===== config.mk =====
export PLATFORM = sky130hd
export DESIGN_NAME = ptp_punch_ctrl
export DESIGN_NICKNAME = d
export VERILOG_FILES = /design/src/core/ptp_pkg.sv /design/src/core/ptp_punch_ctrl.sv
export VERILOG_INCLUDE_DIRS = /design/src /design/src/core
export SDC_FILE = /design/constraint.sdc
export NUM_CORES = 1
export LEC_CHECK = 0
export BUFFER_PORTS_ARGS = -buffer_cell sky130_fd_sc_hd__buf_2
export CORE_MARGIN = 2
export CORE_UTILIZATION = 57
export CTS_CLUSTER_SIZE = 10
export DETAILED_ROUTE_END_ITERATION = 10
export PLACE_DENSITY = 0.82
export SLEW_MARGIN = 0
export SYNTH_ARGS = -nofsm -noshare
export SYNTH_HDL_FRONTEND = slang
export SYNTH_SLANG_ARGS = --single-unit
export TNS_END_PERCENT = 20

===== constraint.sdc =====
create_clock -name pclk -period 2.9 [get_ports pclk]
set_input_delay 0.29 -clock pclk [delete_from_list [all_inputs] [get_ports pclk]]
set_output_delay 0.29 -clock pclk [all_outputs]
set_load 0.02 [all_outputs]

===== src/core/ptp_map.svh =====
// Register offsets, field positions, reset values and timing figures of the punch control
// Assumes a 32-bit APB register space and a single 50 MHz clock
`ifndef PTP_MAP_SVH
`define PTP_MAP_SVH

// ----------------------------------------
// Register byte offsets
// ----------------------------------------
`define PTP_CMD_OFS        12'h000
`define PTP_STATUS_OFS     12'h004
`define PTP_INT_STS_OFS    12'h008
`define PTP_INT_CLR_OFS    12'h00c
`define PTP_INT_EN_OFS     12'h010

// ----------------------------------------
// Command fields
// ----------------------------------------
`define PTP_CMD_ACC_LSB    0
`define PTP_CMD_BIN_BIT    8
`define PTP_CMD_PUNCH_BIT  9
`define PTP_CMD_CLR_BIT    10

// ----------------------------------------
// Interrupt fields and reset values
// ----------------------------------------
`define PTP_INT_DONE_BIT   0
`define PTP_INT_STOP_BIT   1
`define PTP_INT_W          2
`define PTP_INT_EN_RST     2'h0
`define PTP_BUF_RST        8'h00

// ----------------------------------------
// Timing
// ----------------------------------------
`define PTP_CLK_MHZ        50
`define PTP_WINDOW_US      5000
`define PTP_SPINUP_MS      1000
`define PTP_RUNON_MS       5000

`endif


===== src/core/ptp_pkg.sv =====
// Types shared by the punch control
// Assumes the constants of ptp_map.svh
package ptp_pkg;

    // ----------------------------------------
    // Punch window state
    // ----------------------------------------
    typedef enum logic [0:0]
    {
        PTP_IDLE   = 1'b0,
        PTP_STRIKE = 1'b1
    } ptp_win_e;

    // ----------------------------------------
    // Decoded command word
    // ----------------------------------------
    typedef struct packed
    {
        logic       clear_flag;
        logic       punch;
        logic       binary;
        logic [7:0] acc;
    } ptp_cmd_s;

    // ----------------------------------------
    // Readable state
    // ----------------------------------------
    typedef struct packed
    {
        logic       motor_relay;
        logic       spinning_up;
        logic       strike_permit;
        logic       binary_select;
        logic       job_in_progress;
        logic       completion_flag;
        logic [7:0] char_buffer;
    } ptp_status_s;

endpackage


===== src/core/ptp_punch_ctrl.sv =====
// Paper tape punch control: buffer, strike window, motor spin-up and run-on, APB registers
// Assumes a synchronous APB master on pclk; shaft pulse and feed button are asynchronous
//
// The placing of the registers and the APB interface to the registers were decided locally.
`timescale 1ns/100ps
`include "ptp_map.svh"

module ptp_punch_ctrl #(
    parameter int WINDOW_CYC = `PTP_WINDOW_US * `PTP_CLK_MHZ,
    parameter int SPINUP_CYC = `PTP_SPINUP_MS * 1000 * `PTP_CLK_MHZ,
    parameter int RUNON_CYC  = `PTP_RUNON_MS * 1000 * `PTP_CLK_MHZ
) (
    // Clock and reset
    input  wire logic        pclk,
    input  wire logic        presetn,
    // APB slave
    input  wire logic        psel,
    input  wire logic        penable,
    input  wire logic        pwrite,
    input  wire logic [11:0] paddr,
    input  wire logic [31:0] pwdata,
    output logic      [31:0] prdata,
    output logic             pready,
    output logic             pslverr,
    // Punch mechanism
    input  wire logic        shaft_sync_pin,
    input  wire logic        feed_button_pin,
    output logic      [7:0]  data_solenoid,
    output logic             feed_solenoid,
    output logic             motor_relay,
    // Interrupt
    output logic             irq
);

    // ----------------------------------------
    // Declarations
    // ----------------------------------------
    logic [7:0]            char_buffer_q;
    logic                  binary_select_q;
    logic                  job_in_progress_q;
    logic                  completion_flag_q;
    ptp_pkg::ptp_win_e     win_q;
    logic [27:0]           win_cnt_q;
    logic                  spin_q;
    logic [27:0]           spin_cnt_q;
    logic [27:0]           runon_cnt_q;
    logic                  sync_meta_q;
    logic                  sync_q;
    logic                  sync_prev_q;
    logic                  feed_meta_q;
    logic                  feed_q;
    logic [`PTP_INT_W-1:0] int_sts_q;
    logic [`PTP_INT_W-1:0] int_en_q;
    logic                  wr_en;
    logic                  sync_rise;
    logic                  motor_request;
    logic                  strike_permit;
    logic                  char_done;
    logic                  motor_stop;
    logic                  char_complete_level;
    logic [7:0]            load_bits;
    logic [`PTP_INT_W-1:0] int_set;
    ptp_pkg::ptp_cmd_s     cmd;
    ptp_pkg::ptp_status_s  status;

    localparam logic [27:0] WIN_LAST   = 28'(WINDOW_CYC - 1);
    localparam logic [27:0] SPIN_LAST  = 28'(SPINUP_CYC - 1);
    localparam logic [27:0] RUNON_LAST = 28'(RUNON_CYC - 1);

    // ----------------------------------------
    // Input synchronisers
    // ----------------------------------------
    always_ff @(posedge pclk or negedge presetn)
    begin
        if (!presetn)
            {sync_meta_q, sync_q, sync_prev_q, feed_meta_q, feed_q} <= 5'h00;
        else
        begin
            {sync_prev_q, sync_q, sync_meta_q} <= {sync_q, sync_meta_q, shaft_sync_pin};
            {feed_q, feed_meta_q} <= {feed_meta_q, feed_button_pin};
        end
    end

    // ----------------------------------------
    // Command decode
    // ----------------------------------------
    assign wr_en = psel & penable & pready & pwrite & (paddr == `PTP_CMD_OFS);
    assign cmd   = ptp_pkg::ptp_cmd_s'(pwdata[`PTP_CMD_CLR_BIT:`PTP_CMD_ACC_LSB]);
    assign sync_rise           = sync_q & ~sync_prev_q;
    assign motor_request       = job_in_progress_q | feed_q;
    assign strike_permit       = motor_request & motor_relay & ~spin_q;
    assign char_done           = (win_q == ptp_pkg::PTP_STRIKE) && (win_cnt_q == 28'h0);
    assign char_complete_level = (win_q == ptp_pkg::PTP_IDLE);
    assign motor_stop          = motor_relay & ~motor_request & (runon_cnt_q == RUNON_LAST);
    // Binary mode forces hole 8 on and hole 7 off
    always_comb
    begin
        load_bits = cmd.acc;
        if (cmd.binary)
        begin
            load_bits[7] = 1'b1;
            load_bits[6] = 1'b0;
        end
    end

    // ----------------------------------------
    // Buffer and mode
    // ----------------------------------------
    always_ff @(posedge pclk or negedge presetn)
    begin
        if (!presetn)
            char_buffer_q <= `PTP_BUF_RST;
        else if (wr_en && cmd.punch)
            char_buffer_q <= ((char_done || cmd.clear_flag) ? `PTP_BUF_RST : char_buffer_q)
                             | load_bits;
        else if (char_done || (wr_en && cmd.clear_flag))
            char_buffer_q <= `PTP_BUF_RST;
    end
    always_ff @(posedge pclk or negedge presetn)
    begin
        if (!presetn)
            binary_select_q <= 1'b0;
        else if (wr_en && cmd.punch)
            binary_select_q <= cmd.binary;
        else if (wr_en && cmd.clear_flag)
            binary_select_q <= 1'b0;
    end

    // ----------------------------------------
    // Job and completion flag
    // ----------------------------------------
    always_ff @(posedge pclk or negedge presetn)
    begin
        if (!presetn)
            job_in_progress_q <= 1'b0;
        else if (wr_en && cmd.punch)
            job_in_progress_q <= 1'b1;
        else if (char_done)
            job_in_progress_q <= 1'b0;
    end
    always_ff @(posedge pclk or negedge presetn)
    begin
        if (!presetn)
            completion_flag_q <= 1'b0;
        else if (char_done)
            completion_flag_q <= 1'b1;
        else if (wr_en && (cmd.punch || cmd.clear_flag))
            completion_flag_q <= 1'b0;
    end

    // ----------------------------------------
    // Strike window
    // ----------------------------------------
    always_ff @(posedge pclk or negedge presetn)
    begin
        if (!presetn)
        begin
            win_q     <= ptp_pkg::PTP_IDLE;
            win_cnt_q <= 28'h0;
        end
        else
            case (win_q)
                ptp_pkg::PTP_IDLE:
                    if (sync_rise && strike_permit)
                    begin
                        win_q     <= ptp_pkg::PTP_STRIKE;
                        win_cnt_q <= WIN_LAST;
                    end
                ptp_pkg::PTP_STRIKE:
                    if (win_cnt_q == 28'h0)
                        win_q <= ptp_pkg::PTP_IDLE;
                    else
                        win_cnt_q <= win_cnt_q - 28'h1;
                default:
                    win_q <= ptp_pkg::PTP_IDLE;
            endcase
    end
    always_ff @(posedge pclk or negedge presetn)
    begin
        if (!presetn)
            {data_solenoid, feed_solenoid} <= 9'h000;
        else
        begin
            data_solenoid <= (win_q == ptp_pkg::PTP_STRIKE) ? char_buffer_q : 8'h00;
            feed_solenoid <= (win_q == ptp_pkg::PTP_STRIKE);
        end
    end

    // ----------------------------------------
    // Motor run-on and spin-up
    // ----------------------------------------
    always_ff @(posedge pclk or negedge presetn)
    begin
        if (!presetn)
            {motor_relay, runon_cnt_q} <= 29'h0;
        else if (motor_request)
        begin
            motor_relay <= 1'b1;
            runon_cnt_q <= 28'h0;
        end
        else if (motor_stop)
            motor_relay <= 1'b0;
        else if (motor_relay)
            runon_cnt_q <= runon_cnt_q + 28'h1;
    end
    always_ff @(posedge pclk or negedge presetn)
    begin
        if (!presetn)
            {spin_q, spin_cnt_q} <= 29'h0;
        else if (motor_request && !motor_relay)
        begin
            spin_q     <= 1'b1;
            spin_cnt_q <= SPIN_LAST;
        end
        else if (spin_q && spin_cnt_q == 28'h0)
            spin_q <= 1'b0;
        else if (spin_q)
            spin_cnt_q <= spin_cnt_q - 28'h1;
    end

    // ----------------------------------------
    // Interrupts
    // ----------------------------------------
    assign int_set = {motor_stop, char_done};
    always_ff @(posedge pclk or negedge presetn)
    begin
        if (!presetn)
            {int_sts_q, int_en_q, irq} <= {2'h0, `PTP_INT_EN_RST, 1'b0};
        else
        begin
            if (psel && penable && pready && pwrite && (paddr == `PTP_INT_CLR_OFS))
                int_sts_q <= (int_sts_q & ~pwdata[`PTP_INT_W-1:0]) | int_set;
            else
                int_sts_q <= int_sts_q | int_set;
            if (psel && penable && pready && pwrite && (paddr == `PTP_INT_EN_OFS))
                int_en_q <= pwdata[`PTP_INT_W-1:0];
            irq <= |(int_sts_q & int_en_q);
        end
    end

    // ----------------------------------------
    // APB slave
    // ----------------------------------------
    assign status = '{motor_relay:     motor_relay,
                      spinning_up:     spin_q,
                      strike_permit:   strike_permit,
                      binary_select:   binary_select_q,
                      job_in_progress: job_in_progress_q,
                      completion_flag: completion_flag_q,
                      char_buffer:     char_buffer_q};
    always_ff @(posedge pclk or negedge presetn)
    begin
        if (!presetn)
            {pready, prdata, pslverr} <= 34'h0;
        else if (psel && penable && !pready)
        begin
            pready  <= 1'b1;
            prdata  <= 32'h0;
            pslverr <= pwrite;
            if ((paddr == `PTP_CMD_OFS) || (paddr == `PTP_INT_CLR_OFS))
                pslverr <= !pwrite;
            else if (paddr == `PTP_STATUS_OFS)
                prdata <= {17'h0, status, char_complete_level};
            else if (paddr == `PTP_INT_STS_OFS)
                prdata <= {30'h0, int_sts_q};
            else if (paddr == `PTP_INT_EN_OFS)
            begin
                prdata  <= {30'h0, int_en_q};
                pslverr <= 1'b0;
            end
            else
                pslverr <= 1'b1;
        end
        else
        begin
            pready  <= 1'b0;
            pslverr <= 1'b0;
        end
    end

    // ----------------------------------------
    // Assertions
    // ----------------------------------------
    AST_CLR_ON_DONE: assert property (@(posedge pclk) disable iff (!presetn)
        char_done && !(wr_en && cmd.punch) |=> char_buffer_q == 8'h00)
        else $error("Buffer not cleared after character");
    AST_LOAD_ONES: assert property (@(posedge pclk) disable iff (!presetn)
        wr_en && cmd.punch && !cmd.binary |=> (char_buffer_q & $past(cmd.acc)) == $past(cmd.acc))
        else $error("Accumulator ones not loaded");
    AST_SOL_GATE: assert property (@(posedge pclk) disable iff (!presetn)
        data_solenoid != 8'h00 |-> feed_solenoid && $past(win_q == ptp_pkg::PTP_STRIKE))
        else $error("Solenoid driven outside window");
    AST_FEED_ALWAYS: assert property (@(posedge pclk) disable iff (!presetn)
        $rose(win_q == ptp_pkg::PTP_STRIKE) |=> feed_solenoid)
        else $error("Feed hole missing");
    AST_START_GUARD: assert property (@(posedge pclk) disable iff (!presetn)
        $rose(win_q == ptp_pkg::PTP_STRIKE) |-> $past(strike_permit) && $past(sync_rise))
        else $error("Window started without permit");
    AST_DONE_FLAG: assert property (@(posedge pclk) disable iff (!presetn)
        char_done |=> completion_flag_q && char_complete_level)
        else $error("Flag not set at window end");
    AST_RELAY_ON: assert property (@(posedge pclk) disable iff (!presetn)
        motor_request |=> motor_relay)
        else $error("Relay not energised on request");
    AST_SPINUP_HOLD: assert property (@(posedge pclk) disable iff (!presetn)
        motor_request && !motor_relay |=> !strike_permit [*2])
        else $error("Permit during spin-up");
    AST_PERMIT_DROP: assert property (@(posedge pclk) disable iff (!presetn)
        char_done && !feed_q && !(wr_en && cmd.punch) |=> !strike_permit && motor_relay)
        else $error("Permit kept after character");
    AST_RUNON_HOLD: assert property (@(posedge pclk) disable iff (!presetn)
        motor_relay && !motor_request && runon_cnt_q != RUNON_LAST |=> motor_relay)
        else $error("Motor stopped before full run-on");
    AST_BIN_FORCE: assert property (@(posedge pclk) disable iff (!presetn)
        wr_en && cmd.punch && cmd.binary |=> char_buffer_q[7] && binary_select_q)
        else $error("Binary hole 8 not forced");
    AST_MODE_CLR: assert property (@(posedge pclk) disable iff (!presetn)
        wr_en && cmd.clear_flag && !cmd.punch |=> !binary_select_q)
        else $error("Mode not returned to alphanumeric");
endmodule


# --- Word-level counts from Yosys, hierarchy flattened ---
# Cells that the tools add are included.
word_totals:
  regBits: 151
  input_bits: 51
  output_inout_bits: 45
  word_cells: 128
op_classes:
  n_addsub: 3
  n_eq_ne: 9
  muxes: 38
  bitwise: 20
  n_reduce_logical: 35
op_table:
  columns: ["cell", "count"]
  rows:
  - ["28-bit two-way mux", 8]
  - ["28-bit zero test", 2]
  - ["28-bit case mux with 2 select lines", 1]
  - ["28-bit by 1-bit subtractor with 28-bit output (second input constant)", 2]
  - ["8-bit two-way mux", 4]
  - ["15-bit two-way mux", 2]
  - ["28-bit by 1-bit adder with 28-bit output (second input constant)", 1]
  - ["28-bit equality test (second input constant)", 1]
  - ["12-bit by 4-bit equality test with 1-bit output (second input constant)", 2]
  - ["1-bit two-way mux", 18]
  - ["2-bit nonzero test", 8]
  - ["1-bit logical AND", 13]
  - ["12-bit by 3-bit equality test with 1-bit output (second input constant)", 1]
  - ["12-bit by 5-bit equality test with 1-bit output (second input constant)", 1]
  - ["12-bit zero test", 1]
  - ["1-bit AND", 9]
  - ["2-bit two-way mux", 4]
  - ["8-bit OR", 1]
  - ["2-bit != test (second input constant)", 3]
  - ["2-bit AND reduction", 3]
  - ["2-bit AND", 2]
  - ["1-bit logical OR", 4]
  - ["1-bit inverter", 4]
  - ["2-bit OR", 2]
  - ["other kinds (6)", 8]

# --- Depth between registers and ports, before layout ---
logic_depth:
  word_depth: 8
  ltp_mapped: 9

# --- Worst setup path before layout ---
# Ideal clock, no wire load.
synth_timing:
  kind: "reg-to-reg"
  start: "register win_cnt_q[15]"
  end: "register win_cnt_q[2]"
  setup_time_ns: 0.145
  arrival_time_ns: 2.236
  path_slack_ns: 0.518
  stages_incl_launch_ff: 6
  synth_period_minus_slack_ns: 2.382
  path_cell_list: "dfrtp_1 > or4_4 > or4_4 > or4_1 > a311oi_1 > a41oi_1"
synth_via:
  elab_chain_cells: 3
synth_rtl:
  columns: ["element", "line", "rtl"]
  rows:
  - ["start, declared", "ptp_punch_ctrl.sv:43", "logic [27:0] win_cnt_q;"]
  - ["start signal, assigned", "ptp_punch_ctrl.sv:173", "win_cnt_q <= win_cnt_q - 28'h1;"]
  - ["28-bit zero test", "ptp_punch_ctrl.sv:170", "if (win_cnt_q == 28'h0)"]
  - ["2-bit != test (no source line)", null, null]
  - ["2-bit AND reduction (no source line)", null, null]
# No other way between the ends.
# A chain may end at the register's enable or synchronous reset.

# --- Worst setup path in the final report ---
layout_timing:
  start: "register win_cnt_q[4]"
  end: "register win_cnt_q[26]"
layout_via:
  elab_chain_cells: 3
  elab_cells_between_ends: 6
layout_rtl:
  columns: ["element", "line"]
  rows:
  - ["28-bit by 1-bit subtractor with 28-bit output or 28-bit zero test (tied branches)", "ptp_punch_ctrl.sv:173, ptp_punch_ctrl.sv:170"]
  - ["28-bit two-way mux or 2-bit != test (tied branches)", null]
  - ["28-bit case mux with 2 select lines or 2-bit AND reduction (tied branches)", null]
# Several ways; a longest one is shown, not always the timed one. The select of a mux whose other input is x is not followed.

==> flow_metrics.env <==
export IMPL_status="completed"
export IMPL_p_leak_nw=3.34
export IMPL_criticalPathCategory="flip-flop to flip-flop"
export IMPL_timing_final_setup_violations=0
export IMPL_synth_seq_area_share_pct=50.3
export IMPL_first_global_vias=5434
export IMPL_yosysWarningCount=0
export IMPL_rsz0062_at_grt="false"
export IMPL_grt_pass1_wl_um=25200
export IMPL_finish_instance_area_mm2=0.00773
export IMPL_clk_pin_slew_ns=0.06
export IMPL_whs_ns=0.104
export IMPL_synthDominantCellAreaShare_pct=50.3
export IMPL_preCtsSetupSlack_ns=0.370
export IMPL_critical_path_max_stage_delay_ns=0.76
export IMPL_finalHoldViolCount=0
export IMPL_row_count=39
export IMPL_setup_total_negative_slack_ns=0
export IMPL_min_period_ns=2.58
export IMPL_mappedNetlistArea_mm2=0.00667
export IMPL_finish_utilization_pct=67.7
export IMPL_synth_enable_flop_cells=0
export IMPL_r2r_worst_path_cells=5
export IMPL_maxClockFrequency_mhz=388
export IMPL_post_cts_buffers=0
export IMPL_antenna_cells_inserted=0
export IMPL_worstPathCellList="nor3_1, nand3b_1, or4b_1, or4_1, a21oi_1"
export IMPL_post_drt_wl_per_cell_um=16.8
export IMPL_dr_first_iter_drc_count=423
export IMPL_worstHoldPathCells=2
export IMPL_critical_path_endpoint_type="flip-flop"
export IMPL_yosysTopAreaCell="sky130_fd_sc_hd__dfrtp_1"
export IMPL_ys_dominant_reg_cell="sky130_fd_sc_hd__dfrtp_1"
export IMPL_area_growth_pct=15.9
export IMPL_core_region_area_mm2=0.0114
export IMPL_root_buffer="sky130_fd_sc_hd__clkbuf_16"
export IMPL_critical_path_max_fanout=10
export IMPL_max_cap_violations=0
export IMPL_ctsLongestPathBuffers=2
export IMPL_slew_violations=0
export IMPL_final_min_period_over_clock_period_pct=88.8
export IMPL_min_delay_worst_endpoint="char_buffer_q[3]$_DFFE_PN0P_"
export IMPL_slew_headroom_pct=42.6
export IMPL_crit_reg2reg_capture="win_cnt_q[26]$_DFFE_PN0P_"
export IMPL_worstPathArrival_ns=2.92
export IMPL_layout_common_cells="sky130_fd_sc_hd__dfrtp_1, sky130_fd_sc_hd__buf_2, sky130_fd_sc_hd__nor2_1, sky130_fd_sc_hd__a21oi_1, sky130_fd_sc_hd__nand2_1"
export IMPL_post_synth_cell_area_avg_um2=10.2
export IMPL_tightest_slew_ns=0.858
export IMPL_io_pin_count=96
export IMPL_most_frequent_standard_cell_in_the_layout_excluding_fill_and_tap_cells="sky130_fd_sc_hd__dfrtp_1"
export IMPL_worstReg2RegStart="win_cnt_q[4]$_DFFE_PN0P_"
export IMPL_worst_skew_pair_late_latency_ns=0.42
export IMPL_final_layout_size_suffix_gt1_share_pct=17.7
export IMPL_drtPass1Iterations=5
export IMPL_place_gp_congestion=0.877
export IMPL_power_per_cell_area_mw_per_mm2=725
export IMPL_hpwl_dp_um=9560
export IMPL_min_delay_start="pwdata[3]"
export IMPL_maximum_ir_drop_on_the_vdd_rail_uv=532
export IMPL_drt_total_wl_um=14600
export IMPL_route_detailed_vias_per_inst=6.25
export IMPL_cts_tree="built"
export IMPL_yosys_register_bits=134
export IMPL_drcViolationCount=0
export IMPL_numPortBuffers=57
export IMPL_grt_ovfl_total=0
export IMPL_r2r_slack_ns=0.32
export IMPL_worstSetupStartpointType="flip-flop"
export IMPL_dieArea_mm2=0.0126
export IMPL_cts_max_level=4
export IMPL_hold_class="input pin to flip-flop"
export IMPL_grtUsageTotal_pct=24.4
export IMPL_grt_max_degree=64
export IMPL_post_dp_cell_area_mm2=0.00707
export IMPL_synth_async_reset_ratio_pct=100
export IMPL_start_util_pct=58.4
export IMPL_vias=5434
export IMPL_yosysUniqueCellTypes=59
export IMPL_ys_top_cells_by_area="sky130_fd_sc_hd__dfrtp_1, sky130_fd_sc_hd__or4_1, sky130_fd_sc_hd__o31ai_1, sky130_fd_sc_hd__a22o_1, sky130_fd_sc_hd__a21oi_1"
export IMPL_cell_count_after_synthesis=652
export IMPL_ctsResizeCount=0
export IMPL_crit_path_top_delay_cell="sky130_fd_sc_hd__or4b_1"
export IMPL_numCtsBuffers=17
export IMPL_clkSinkCount=134
export IMPL_fp_dieH_um=112
export IMPL_initial_antenna_violation_count=0
export IMPL_critical_path_required_ns=3.24
export IMPL_layout_setup_ws_ns=0.324
export IMPL_total_nets_final=770
export IMPL_antenna_violating_nets_post_route=0
export IMPL_horizontal_die_dimension_um=112
export IMPL_clock_skew_ns=0.0104
==> registers in the layout (all words and copies together) (netlist names), 2 cells and up <==
signal and cells:
spin_cnt_q 28, prdata 15, int_sts_q 2, data_solenoid 8, char_buffer_q 8, win_cnt_q 28, int_en_q 2, runon_cnt_q 28
==> per-layer routing <==
metal / routed length [um] / track usage [%] / part of all wire (%) / vias up
li1: - / - / - / 2543
met1: 6340 / 31.5 / 43 / 2737
met2: 7480 / 41.0 / 51 / 139
met3: 657 / 5.13 / 4.5 / 15
met4: 161 / 9.11 / 1.1 / 0
met5: 0 / 0 / 0 / -
==> how the worst max path moves through the flow <==
stage                           endpoint  slack [ns]                 startpoint
6_report       win_cnt_q[26]$_DFFE_PN0P_        0.32   win_cnt_q[4]$_DFFE_PN0P_
5_1_grt        win_cnt_q[26]$_DFFE_PN0P_        0.16   win_cnt_q[4]$_DFFE_PN0P_
4_1_cts        win_cnt_q[26]$_DFFE_PN0P_        0.32  win_cnt_q[10]$_DFFE_PN0P_
3_5_place_dp   win_cnt_q[26]$_DFFE_PN0P_        0.37  win_cnt_q[10]$_DFFE_PN0P_
3_3_place_gp    win_cnt_q[2]$_DFFE_PN0P_        0.46  win_cnt_q[14]$_DFFE_PN0P_
2_1_floorplan   win_cnt_q[2]$_DFFE_PN0P_        0.52  win_cnt_q[15]$_DFFE_PN0P_
==> cells by family after synthesis <==
logic type | Yosys count | share of synthesized area [%]
AND/OR/NAND/NOR | 268 | 23.9
multiplexers | 2 | 0.337
flip-flops | 134 | 50.3
other | 1 | 0.0562
AO/OA/AOI/OAI | 146 | 15.2
adder cells (fa/ha/maj) | 5 | 0.938
XOR/XNOR | 32 | 4.20
buffers and inverters | 64 | 5.16
==> cell usage after synthesis (3+ instances only) <==
library cell,count
sky130_fd_sc_hd__or3_1,26
sky130_fd_sc_hd__nand3_1,23
sky130_fd_sc_hd__dfrtp_1,134
sky130_fd_sc_hd__nor3_1,14
sky130_fd_sc_hd__buf_6,5
sky130_fd_sc_hd__xor2_1,14
sky130_fd_sc_hd__o21ai_1,3
sky130_fd_sc_hd__a21o_1,5
sky130_fd_sc_hd__xnor2_1,18
sky130_fd_sc_hd__o2111ai_1,5
sky130_fd_sc_hd__nor2_1,40
sky130_fd_sc_hd__clkbuf_1,28
sky130_fd_sc_hd__o211ai_1,6
sky130_fd_sc_hd__inv_1,12
sky130_fd_sc_hd__a21oi_1,36
sky130_fd_sc_hd__o21ai_0,17
sky130_fd_sc_hd__nand4_1,9
sky130_fd_sc_hd__and3_1,7
sky130_fd_sc_hd__nor4b_1,4
sky130_fd_sc_hd__nand4b_1,4
sky130_fd_sc_hd__a32o_1,3
sky130_fd_sc_hd__nor4_2,3
sky130_fd_sc_hd__and4_1,3
sky130_fd_sc_hd__o31ai_1,27
sky130_fd_sc_hd__o41ai_1,3
sky130_fd_sc_hd__a22oi_1,3
sky130_fd_sc_hd__or2_2,9
sky130_fd_sc_hd__nand2b_1,5
sky130_fd_sc_hd__a22o_1,21
sky130_fd_sc_hd__nor4_1,18
sky130_fd_sc_hd__nand2_1,35
sky130_fd_sc_hd__nor3b_1,4
sky130_fd_sc_hd__buf_4,17
sky130_fd_sc_hd__ha_1,5
sky130_fd_sc_hd__and2_1,12
sky130_fd_sc_hd__or4_1,34
sky130_fd_sc_hd__nand3b_1,6
sky130_fd_sc_hd__a211oi_1,3
==> stage by stage <==
stage / std cells / power (W)
after floorplan: 668 / 0.00302
after global placement: 835 / 0.00325
after detailed placement: 835 / 0.00333
after CTS: 870 / 0.00562
after global routing: 870 / 0.00586
final: 870 / 0.00561
==> layout make-up <==
class | count | area [um2]
flip-flops and latches | 134 | 3350
fillers | 838 | 3680
multi-input cells | 470 | 3040
well taps | 143 | 179
clock inverters | 14 | 201
repair buffers | 79 | 485
inverters | 12 | 45.0
clock buffers | 18 | 429
==> what timing repair did <==
| action | in CTS | in global routing |
|---|---|---|
| hold buffers | 3 | 0 |
| endpoints found under the hold margin | 41 | 0 |
| setup endpoints to repair | 0 | 0 |
==> power by group <==
part / switching [W] / total [W] / internal, W
combinational: 0.000516 / 0.000929 / 0.000414
clock: 0.000831 / 0.00227 / 0.00144
sequential: 0.000285 / 0.00240 / 0.00212
total: 0.00163 / 0.00561 / 0.00398
==> critical path, delay by kind of cell, from the launching register on <==
kind / cells / cell delay [ns]
DFF: 1 / 0.45
AOI/OAI and AO/OA: 1 / 0.16
and+or+nand+nor: 4 / 1.90
Power figures use the tool's default switching activity.
